### config.mk
export PLATFORM = sky130hd
export DESIGN_NAME = crs_core
export DESIGN_NICKNAME = d
export VERILOG_FILES = /design/src/core/crs_pkg.sv /design/src/core/crs_core.sv
export VERILOG_INCLUDE_DIRS = /design/src /design/src/core
export SDC_FILE = /design/constraint.sdc
export NUM_CORES = 1
export LEC_CHECK = 0
export ABC_AREA = 1
export BUFFER_PORTS_ARGS = -buffer_cell sky130_fd_sc_hd__buf_4
export CORE_ASPECT_RATIO = 1.5
export CORE_UTILIZATION = 25
export DETAILED_ROUTE_END_ITERATION = 7
export GPL_TIMING_DRIVEN = 0
export PLACE_DENSITY = 0.48
export RECOVER_POWER = 50
export SYNTH_ARGS = -nofsm -noshare
export SYNTH_HDL_FRONTEND = slang
export SYNTH_SLANG_ARGS = --single-unit
### constraint.sdc
create_clock -name i_clk -period 2.6 [get_ports i_clk]
set_clock_uncertainty 0.15 [all_clocks]
set_input_delay 0.52 -clock i_clk [delete_from_list [all_inputs] [get_ports i_clk]]
set_output_delay 0.52 -clock i_clk [all_outputs]
set_load 0.01 [all_outputs]
### src/core/crs_regs.svh
/*
 * crs_regs.svh: register map, field positions, reset values and timing
 * counts for the card-reader synchronizer control block.
 * Assumes it is included by its bare name from the package and the bench.
 */
`ifndef CRS_REGS_SVH
`define CRS_REGS_SVH

// register byte offsets
`define CRS_CTRL_OFS 12'h000
`define CRS_STAT_OFS 12'h004
`define CRS_STKSEL_OFS 12'h008
`define CRS_XFER_OFS 12'h00C

// control register fields
`define CRS_CTRL_GCLR_BIT 0
`define CRS_CTRL_JAMRST_BIT 1
`define CRS_CTRL_ONECARD_BIT 2

// status register fields
`define CRS_STAT_ABN_BIT 0
`define CRS_STAT_IOABN_BIT 1
`define CRS_STAT_JAMIND_BIT 2
`define CRS_STAT_BINFULL_BIT 3
`define CRS_STAT_EMPTY_BIT 4
`define CRS_STAT_BUFLD_BIT 5
`define CRS_STAT_CONDX_BIT 6
`define CRS_STAT_S2C_BIT 7
`define CRS_STAT_S1C_BIT 8
`define CRS_STAT_S2A_BIT 9
`define CRS_STAT_S1A_BIT 10
`define CRS_STAT_S1D_BIT 11
`define CRS_STAT_JAMRLY_BIT 12

// buffer geometry and row counter values
`define CRS_HEAD2_FIRST_LOC 8'd101
`define CRS_HEAD2_LAST_LOC 8'd196
`define CRS_HEAD2_DEST_FIRST 8'd102
`define CRS_ROW_11 4'd11
`define CRS_ROW_2 4'd2
`define CRS_ROW_8 4'd8
`define CRS_ROW_1 4'd1

// reset values
`define CRS_RST_WORD 32'h0000_0000

`endif

### src/core/crs_pkg.sv
/*
 * crs_pkg.sv: types shared by the card-reader synchronizer block.
 * Assumes crs_regs.svh lies on the include path.
 */
package crs_pkg;
    `include "crs_regs.svh"

    // drum transfer side signals
    typedef struct packed {
        logic lower_field_transfer_marker;
        logic end_of_transfer_marker;
        logic buffer_transfer_function_signal;
        logic completion_function_signal;
        logic [7:0] drum_loc;
        logic buffer_loaded_set;
        logic cond_transfer_set;
    } crs_drum_t;

    // reader mechanics signals
    typedef struct packed {
        logic card_to_stackers_stage;
        logic row_step_pulse;
        logic [3:0] row_count;
        logic card_jam_sw;
        logic [2:0] bin_full_sw;
        logic stop_sw;
        logic empty_bin_sw;
        logic registration_err;
        logic card_fed_window;
    } crs_reader_t;

    // processor side signals
    typedef struct packed {
        logic search_active;
        logic processor_stopped;
        logic stacker_select_staticized;
        logic [3:0] digit7;
        logic card_cycle_function_signal;
        logic t10b;
        logic t11b;
    } crs_cpu_t;

    // all block state
    typedef struct packed {
        logic head2_read;
        logic [7:0] dest_loc;
        logic buffer_loaded;
        logic cond_transfer;
        logic ending_pulse;
        logic cond_transfer_clear;
        logic [3:0] multiplier_quotient_counter;
        logic sample_pending;
        logic clear_static;
        logic stacker2_choice_latch;
        logic stacker1_choice_latch;
        logic stacker2_actuate_latch;
        logic stacker1_actuate_latch;
        logic stacker1_delay_latch;
        logic abnormal;
        logic io_abnormal;
        logic jam_indicator;
        logic bin_full_ind;
        logic empty_ind;
        logic empty_wait;
        logic jam_relay_ok;
        logic one_card;
        logic card_ending_pulse;
        logic jam_signal_a;
        logic jam_signal_b;
        logic feed_interlock;
        logic move_c_to_a;
        logic search_c_plus_one;
        logic hready;
        logic [31:0] hrdata;
        logic wr_pend;
        logic [11:0] wr_addr;
    } crs_state_t;
endpackage : crs_pkg

### src/core/crs_core.sv
/*
 * crs_core.sv: card-reader synchronizer control: head-2 buffer transfer
 * completion, output stacker selection and the abnormal-operation latch,
 * with an AHB-Lite register slave.
 * Assumes all inputs are synchronous to i_clk; one-cycle marker pulses.
 */
module crs_core (
    // clock and reset
    input wire logic i_clk,
    input wire logic i_sys_rst,
    // ahb-lite slave
    input wire logic i_hsel,
    input wire logic [11:0] i_haddr,
    input wire logic [1:0] i_htrans,
    input wire logic i_hwrite,
    input wire logic [2:0] i_hsize,
    input wire logic [31:0] i_hwdata,
    input wire logic i_hready,
    output logic o_hreadyout,
    output logic o_hresp,
    output logic [31:0] o_hrdata,
    // drum, reader and processor
    input wire crs_pkg::crs_drum_t i_drum,
    input wire crs_pkg::crs_reader_t i_rdr,
    input wire crs_pkg::crs_cpu_t i_cpu,
    // transfer outputs
    output logic o_head2_read_latch_out,
    output logic [7:0] o_dest_loc,
    output logic o_buffer_loaded,
    output logic o_cond_transfer,
    output logic o_ending_pulse,
    output logic o_cond_transfer_clear,
    // stacker outputs
    output logic o_clear_static,
    output logic o_stacker2_actuate,
    output logic o_stacker1_actuate,
    // abnormal outputs
    output logic o_abnormal_latch_out,
    output logic o_abnormal_latch_out_n,
    output logic [2:0] o_off_normal,
    output logic o_reader_off_normal_lamp,
    output logic o_io_abnormal,
    output logic o_card_ending_pulse,
    output logic o_jam_signal_a,
    output logic o_jam_signal_b,
    output logic o_feed_interlock,
    output logic o_move_c_to_a,
    output logic o_search_c_plus_one,
    output logic o_jam_indicator,
    output logic o_bin_full_indicator,
    output logic o_empty_indicator,
    output logic o_jam_relay_ok
);
    import crs_pkg::*;

    crs_state_t s_q;
    crs_state_t s_d;
    logic arm;
    logic permit_low;
    logic gclr;
    logic row_2_to_3;
    logic row_11_to_12;
    logic [31:0] stat_word;

    // abnormal condition gather, latched jam and empty flags count too, bin full only while its switch is made
    assign arm = (i_rdr.card_jam_sw | s_q.jam_indicator) | (|i_rdr.bin_full_sw) | i_rdr.stop_sw
        | s_q.empty_ind | i_rdr.registration_err | s_q.one_card;
    assign permit_low = i_cpu.search_active | i_cpu.processor_stopped;
    assign row_11_to_12 = i_rdr.row_step_pulse & (i_rdr.row_count == `CRS_ROW_11);
    assign row_2_to_3 = i_rdr.row_step_pulse & (i_rdr.row_count == `CRS_ROW_2);
    assign gclr = s_q.wr_pend & (s_q.wr_addr == `CRS_CTRL_OFS) & i_hwdata[`CRS_CTRL_GCLR_BIT];

    // status view of the block's own latches
    always_comb begin
        stat_word = `CRS_RST_WORD;
        stat_word[`CRS_STAT_ABN_BIT] = s_q.abnormal;
        stat_word[`CRS_STAT_IOABN_BIT] = s_q.io_abnormal;
        stat_word[`CRS_STAT_JAMIND_BIT] = s_q.jam_indicator;
        stat_word[`CRS_STAT_BINFULL_BIT] = s_q.bin_full_ind;
        stat_word[`CRS_STAT_EMPTY_BIT] = s_q.empty_ind;
        stat_word[`CRS_STAT_BUFLD_BIT] = s_q.buffer_loaded;
        stat_word[`CRS_STAT_CONDX_BIT] = s_q.cond_transfer;
        stat_word[`CRS_STAT_S2C_BIT] = s_q.stacker2_choice_latch;
        stat_word[`CRS_STAT_S1C_BIT] = s_q.stacker1_choice_latch;
        stat_word[`CRS_STAT_S2A_BIT] = s_q.stacker2_actuate_latch;
        stat_word[`CRS_STAT_S1A_BIT] = s_q.stacker1_actuate_latch;
        stat_word[`CRS_STAT_S1D_BIT] = s_q.stacker1_delay_latch;
        stat_word[`CRS_STAT_JAMRLY_BIT] = s_q.jam_relay_ok;
    end

    // next state of the whole block
    always_comb begin
        s_d = s_q;
        s_d.ending_pulse = 1'b0;
        s_d.cond_transfer_clear = 1'b0;
        s_d.clear_static = 1'b0;
        s_d.card_ending_pulse = 1'b0;
        s_d.head2_read = 1'b0;

        // head-2 reads one lower-field word per marker
        if (i_drum.lower_field_transfer_marker && i_drum.buffer_transfer_function_signal
            && i_drum.drum_loc >= `CRS_HEAD2_FIRST_LOC
            && i_drum.drum_loc <= `CRS_HEAD2_LAST_LOC) begin
            s_d.head2_read = 1'b1;
            // first marker targets 102, later ones follow the drum
            s_d.dest_loc = i_drum.drum_loc + 8'd1;
        end

        // end of transfer marker
        if (i_drum.end_of_transfer_marker && i_drum.buffer_transfer_function_signal) begin
            s_d.buffer_loaded = 1'b0;
        end
        if (i_drum.end_of_transfer_marker && i_drum.completion_function_signal) begin
            s_d.ending_pulse = 1'b1;
            s_d.cond_transfer_clear = 1'b1;
            s_d.cond_transfer = 1'b0;
        end
        // loading events win over the clear in the same cycle
        if (i_drum.buffer_loaded_set) begin
            s_d.buffer_loaded = 1'b1;
        end
        if (i_drum.cond_transfer_set) begin
            s_d.cond_transfer = 1'b1;
        end

        // stacker select: store digit, then sample next cycle
        if (i_cpu.stacker_select_staticized && !s_q.sample_pending) begin
            s_d.multiplier_quotient_counter = i_cpu.digit7;
            s_d.sample_pending = 1'b1;
        end
        if (s_q.sample_pending) begin
            // choice latches restored first, then the digit decides
            s_d.stacker2_choice_latch = (s_q.multiplier_quotient_counter == 4'd2);
            s_d.stacker1_choice_latch = (s_q.multiplier_quotient_counter == 4'd1);
            s_d.sample_pending = 1'b0;
            s_d.clear_static = 1'b1;
        end
        // otherwise choices simply hold across cards

        // stacker 2 actuation window
        if (s_q.stacker2_actuate_latch && row_2_to_3) begin
            s_d.stacker2_actuate_latch = 1'b0;
        end
        if (i_rdr.card_to_stackers_stage && row_11_to_12 && s_q.stacker2_choice_latch) begin
            s_d.stacker2_actuate_latch = 1'b1;
        end
        // stacker 1 is farther, so the selector waits for row 8
        if (s_q.stacker1_actuate_latch && row_2_to_3) begin
            s_d.stacker1_actuate_latch = 1'b0;
        end
        if (i_rdr.card_to_stackers_stage && row_11_to_12 && s_q.stacker1_choice_latch) begin
            s_d.stacker1_delay_latch = 1'b1;
        end
        if (s_q.stacker1_delay_latch && i_rdr.row_count == `CRS_ROW_8) begin
            s_d.stacker1_actuate_latch = 1'b1;
            s_d.stacker1_delay_latch = 1'b0;
        end
        // digit zero: no choice set, nothing raised, stacker 0 catches

        // clears come first so that a set in the same cycle wins
        if (s_q.wr_pend && s_q.wr_addr == `CRS_XFER_OFS) begin
            s_d.feed_interlock = 1'b0;
        end
        // general clear wipes every abnormal effect at once except jam_relay_ok, which needs the jam reset bit
        if (gclr) begin
            s_d.abnormal = 1'b0;
            s_d.io_abnormal = 1'b0;
            s_d.jam_signal_a = 1'b0;
            s_d.jam_signal_b = 1'b0;
            s_d.move_c_to_a = 1'b0;
            s_d.search_c_plus_one = 1'b0;
            s_d.jam_indicator = 1'b0;
            s_d.bin_full_ind = 1'b0;
            s_d.empty_ind = 1'b0;
            s_d.empty_wait = 1'b0;
        end

        // fault indicators
        if (i_rdr.card_jam_sw) begin
            s_d.jam_indicator = 1'b1;
            s_d.jam_relay_ok = 1'b0;
        end
        if (|i_rdr.bin_full_sw) begin
            s_d.bin_full_ind = 1'b1;
        end
        // empty bin: a card must close the switch before row 1
        if (i_cpu.card_cycle_function_signal && i_rdr.card_fed_window) begin
            s_d.empty_wait = 1'b1;
        end
        if (i_rdr.empty_bin_sw) begin
            s_d.empty_wait = 1'b0;
        end
        if (s_q.empty_wait && !i_rdr.empty_bin_sw && i_rdr.row_count == `CRS_ROW_1) begin
            s_d.empty_ind = 1'b1;
            s_d.empty_wait = 1'b0;
        end

        // abnormal latch sets only with the permit low
        if (arm && permit_low) begin
            s_d.abnormal = 1'b1;
        end

        // card-cycle instruction handling
        if (i_cpu.card_cycle_function_signal && !s_q.io_abnormal) begin
            if (s_q.abnormal) begin
                s_d.io_abnormal = 1'b1;
            end else begin
                s_d.card_ending_pulse = 1'b1;
            end
        end
        if (s_q.io_abnormal && i_cpu.t10b) begin
            s_d.jam_signal_a = 1'b1;
            s_d.jam_signal_b = 1'b1;
            s_d.move_c_to_a = 1'b1;
            s_d.search_c_plus_one = 1'b1;
        end
        // jam signal b blocks the pickerknife interlock
        if (i_cpu.card_cycle_function_signal && i_cpu.t11b && !s_q.jam_signal_b
            && !s_q.abnormal) begin
            s_d.feed_interlock = 1'b1;
        end

        // register bus write data phase
        s_d.hready = 1'b1;
        if (s_q.wr_pend && s_q.wr_addr == `CRS_CTRL_OFS) begin
            if (i_hwdata[`CRS_CTRL_JAMRST_BIT] && !i_rdr.card_jam_sw) begin
                s_d.jam_relay_ok = 1'b1;
            end
            s_d.one_card = i_hwdata[`CRS_CTRL_ONECARD_BIT];
        end

        // address phase capture; zero wait state
        s_d.wr_pend = 1'b0;
        if (i_hsel && i_hready && i_htrans[1]) begin
            s_d.wr_pend = i_hwrite;
            s_d.wr_addr = {i_haddr[11:2], 2'b00};
            if (!i_hwrite) begin
                unique case ({i_haddr[11:2], 2'b00})
                    `CRS_CTRL_OFS: s_d.hrdata = {29'd0, s_q.one_card, 2'b00};
                    `CRS_STAT_OFS: s_d.hrdata = stat_word;
                    `CRS_STKSEL_OFS: s_d.hrdata = {28'd0, s_q.multiplier_quotient_counter};
                    `CRS_XFER_OFS: s_d.hrdata = {16'd0, s_q.dest_loc, 7'd0, s_q.feed_interlock};
                    default: s_d.hrdata = `CRS_RST_WORD; // unmapped reads as zero
                endcase
            end
        end
    end

    // single register of all state
    always_ff @(posedge i_clk or posedge i_sys_rst) begin
        if (i_sys_rst) begin
            s_q <= '0;
            s_q.jam_relay_ok <= 1'b1;
            s_q.hready <= 1'b1;
        end else begin
            s_q <= s_d;
        end
    end

    // outputs straight from flip-flops, o_hresp tied low
    assign o_hreadyout = s_q.hready;
    assign o_hresp = 1'b0;
    assign o_hrdata = s_q.hrdata;
    assign o_head2_read_latch_out = s_q.head2_read;
    assign o_dest_loc = s_q.dest_loc;
    assign o_buffer_loaded = s_q.buffer_loaded;
    assign o_cond_transfer = s_q.cond_transfer;
    assign o_ending_pulse = s_q.ending_pulse;
    assign o_cond_transfer_clear = s_q.cond_transfer_clear;
    assign o_clear_static = s_q.clear_static;
    assign o_stacker2_actuate = s_q.stacker2_actuate_latch;
    assign o_stacker1_actuate = s_q.stacker1_actuate_latch;
    // complementary pair and lamps
    assign o_abnormal_latch_out = s_q.abnormal;
    assign o_abnormal_latch_out_n = ~s_q.abnormal;
    assign o_off_normal = {3{s_q.abnormal}};
    assign o_reader_off_normal_lamp = s_q.abnormal;
    assign o_io_abnormal = s_q.io_abnormal;
    assign o_card_ending_pulse = s_q.card_ending_pulse;
    assign o_jam_signal_a = s_q.jam_signal_a;
    assign o_jam_signal_b = s_q.jam_signal_b;
    assign o_feed_interlock = s_q.feed_interlock;
    assign o_move_c_to_a = s_q.move_c_to_a;
    assign o_search_c_plus_one = s_q.search_c_plus_one;
    assign o_jam_indicator = s_q.jam_indicator;
    assign o_bin_full_indicator = s_q.bin_full_ind;
    assign o_empty_indicator = s_q.empty_ind;
    assign o_jam_relay_ok = s_q.jam_relay_ok;
endmodule : crs_core

; Word level (Yosys, flattened, before mapping)
; Index checks and enable logic that the tools add are counted.
[totals]
register_bits = 63
latch_bits = 0
mem_bits_rw = 0
mem_bits_ro = 0
inputBits = 92
out_inout_bits = 67
wordCells = 136
mem_count = 0
[classes]
n_addsub = 1
n_mul = 0
div = 0
magnitude_cmp = 2
n_eq_ne = 10
n_shift = 0
mux = 32
bitwise_logic = 13
n_reduce_logical = 49
[op_table]
columns = op, n
row1 = 16-bit one-hot mux with 4 select lines, 1
row2 = 10-bit by 2-bit == test with 1-bit output (second input constant), 3
row3 = 1-bit logical AND, 26
row4 = 2-bit nonzero test, 12
row5 = 1-bit two-way mux, 21
row6 = 13-bit two-way mux, 1
row7 = 12-bit zero test, 1
row8 = 10-bit by 1-bit == test with 1-bit output (second input constant), 1
row9 = 10-bit zero test, 1
row10 = 2-bit two-way mux, 5
row11 = 9-bit two-way mux, 1
row12 = 8-bit by 1-bit adder with 8-bit output (second input constant), 1
row13 = 4-bit by 1-bit == test with 1-bit output (second input constant), 2
row14 = 4-bit by 2-bit == test with 1-bit output (second input constant), 2
row15 = 4-bit == test (second input constant), 2
row16 = 8-bit by 7-bit greater-or-equal comparator with 1-bit output (second input constant), 1
row17 = 8-bit less-or-equal comparator (second input constant), 1
row18 = 1-bit bitwise OR, 7
row19 = 1-bit zero test, 6
row20 = 6-bit two-way mux, 1
row21 = 1-bit AND, 4
row22 = 4-bit two-way mux, 1
row23 = 4-bit nonzero test, 1
row24 = 3-bit two-way mux, 1
row25 = 3 further kinds, 4

; Logic depth before layout (Yosys ltp)
[depth]
depth_word = 8
ltp_mapped = 10
ltp_nobuf = 10

; Least setup slack after synthesis
; OpenSTA, ideal clock, no wires.
[synth_timing]
path_type = input -> register
start = input port i_drum[2] in the netlist's numbering
end = register s_q, in the netlist o_dest_loc[7]
setup_ns = 0.117
arrival_ns = 1.351
t_required_ns = 2.333
slack_ns = 0.983
cell_stages = 9
path_buffers = 0
path_cell_list = inv_1 > ha_1 > inv_1 > nand2_1 > nand4_2 > a21oi_4 > nand2_4 > nand2_1 > nand2_1
[synth_via]
elab_chain_cells = 3
word_cells_on_any_way = 5
cone_classes = add/sub: 1 / order compare: 2 / reduce/logical: 2
[synth_rtl]
columns = item, line
row1 = from (decl), crs_core.sv:23  ; input wire crs_pkg::crs_drum_t i_drum,
row2 = 8-bit by 7-bit greater-or-equal comparator with 1-bit output (no source line), n/a
row3 = 1-bit logical AND (no source line) (2 in a row), n/a
row4 = to (decl), crs_core.sv:56  ; crs_state_t s_q;
; Several ways; a longest one is shown, not always the timed one.
; A chain may end at the register's enable or synchronous reset.

; Worst setup path in the final report
[layout_timing]
start = register s_q, in the netlist o_abnormal_latch_out
end = output port o_off_normal[0]
[layout_lines]
columns = item, line
row1 = to (decl), crs_core.sv:40  ; output logic [2:0] o_off_normal,
; No word-level cell between the ends.

==> results.cfg <==
[sta]
finalSetupViolCount = 0
finalSetupTns_ps = 0
min_period_over_period = 0.687
drv_slew = 0
layout_setup_ws_ps = 815
worst_pin_slew_ps = 1100
rsz0062_at_grt = false
slew_headroom = 0.266
post-route-min-period_ps = 1790
max_freq_mhz = 560
final-hold-violation-count = 0

[job]
cap_violations = 0

[layout]
design_area_sq_um = 4570
final_cells = 701
fin_util = 0.363
layout-drive-gt1-share = 0.339
layout_commonest_cell = buf_4
fill_cells = 1369
most-common-layout-cells = buf_4 (150), nand2_1 (136), dfrtp_1 (60), inv_1 (39), nand3_1 (38)
nets = 635
top_register = s_q
antennaDiodeCount = 0
syn_to_final_growth_pct = 40.1
largest_register_ffs = 21

[clock_network]
clock_sinks = 61
clk_latency_ps = 330
ctsHoldBuffers = 0
post_cts_resized = 0
cts-buffers-inserted = 9
htreeDepth = 3
tritoncts = built
clockBufferDepth = 2
clockRootBuffer = clkbuf_16
cts_setup_buffers = 0
path_clk_slew_ps = 50

[global_route]
overflow = 0
antenna_found_initial = 0
grtUsageTotal = 0.130
grt_pass1_wl_microns = 13100
grt_max_degree = 36
grt_pass1_vias = 2753

[setup_path]
critPathArrivalTime_ps = 1120
crit_fanout = 9
crit_required_ps = 1930
regToRegSetupSlack_ps = 1160
crit_path_start_kind = flop
end_kind = output port
crit_type = flop to output port

[route]
routed_wl_microns = 8210
drtAntennaViolNets = 0
routedWlPerCell_microns = 11.7
via_per_inst = 4.01
num_vias = 2811
drt-pass1-iter-count = 4
dr.first_iter.drc_count = 64
drc = 0

[worst_hold_path]
hold_class = input pin to flop

[synth]
syn_area_sq_um = 3260
yosysUniqueCellTypes = 33
syn_avg_cell_area_sq_um = 8.01
syn_inst = 407
synth-seq-area-share = 0.468
yosysWarnings = 0
ys_ff_latch = 61

[place]
placed_cell_area_sq_um = 4330
dp_hpwl_microns = 6580
port_buffers = 105
dp_cells = 685
gp_congestion = 0.751
place_ws_ps = 700

[power]
vdd_drop_max_uv = 210
power.density_nw_per_um2 = 561
p_leak_uw = 0.00253

[die]
dieArea_sq_um = 13500
coreArea_sq_um = 12600
rows = 50
start_util = 0.259
num_io_pins = 159
die_x_microns = 95.3
die_y_microns = 142

[outcome]
status = finished clean
==> Yosys cell counts (all sizes together) <==
master  count  share of area
nand2     139           0.16
a21oi       4         0.0096
conb        2         0.0023
o21ai      17          0.026
nand4       4         0.0096
xor2        3         0.0081
nand3b      1         0.0023
o31ai       1         0.0023
nor2       22          0.029
ha          3          0.012
inv        44          0.051
nand3      40          0.066
o22ai       2         0.0038
clkinv      1         0.0011
buf        54           0.13
dfrtp      60           0.46
nor4        1         0.0019
a21o        3         0.0069
nor3        4         0.0096
or3         1         0.0019
dfstp       1         0.0081
==> worst paths after layout <==
check / startpoint / endpoint / cells after the start
setup / recovery: o_abnormal_latch_out / o_off_normal[0] / 2
hold / removal: i_rdr[7] / o_jam_relay_ok / 2
setup reg to reg: s_q[8] / o_bin_full_indicator / 5
hold reg to reg: s_q[66] / o_clear_static / 0
max in group asynchronous: i_sys_rst / o_jam_relay_ok / 3
min in group asynchronous: i_sys_rst / s_q[5] / 2
==> critical path, cell delays in order, from the launching register on <==
cell     delay (ps)
dfrtp_1         480
buf_4           180
buf_4           130
==> kinds of logic after synthesis <==
group	count (synthesis)	share of synthesized area
xor+xnor	3	0.00806
flops	61	0.468
other cells	2	0.00230
simple gates	212	0.284
compound gates	27	0.0487
fa+ha+maj	3	0.0115
buf+inv	99	0.177
==> area by class of cell <==
cell class                      instances  area (sq um)  share of cell area
Timing Repair Buffer                  106           808               0.177
Sequential cell                        61          1530               0.334
Multi-Input combinational cell        263          1210               0.265
Buffer                                 54           407              0.0890
Clock buffer                           16           251              0.0550
Inverter                               45           169              0.0370
Tap cell                              156           195              0.0427
==> power by group <==
group	switching, uW	internal (uW)	leakage, uW
Combinational	214	218	0.00165
Clock	379	645	0.000119
Sequential	69.9	1040	0.000761
Total	663	1900	0.00253
==> metal layers <==
layer | wire [microns] | share of wire | global-route usage | vias up
li1 | - | - | - | 1472
met1 | 3310 | 0.40 | 0.148 | 1248
met2 | 4260 | 0.52 | 0.223 | 74
met3 | 378 | 0.046 | 0.0236 | 17
met4 | 260 | 0.032 | 0.0726 | 0
met5 | 0 | 0 | 0 | -
==> through the flow <==
step	power (uW)	hold slack (ps)
finish	2570	186
global route	2700	174
CTS	2600	142
detailed placement	1560	312
global placement	1550	313
floorplan	1350	265
Power figures use the tool's default switching activity.
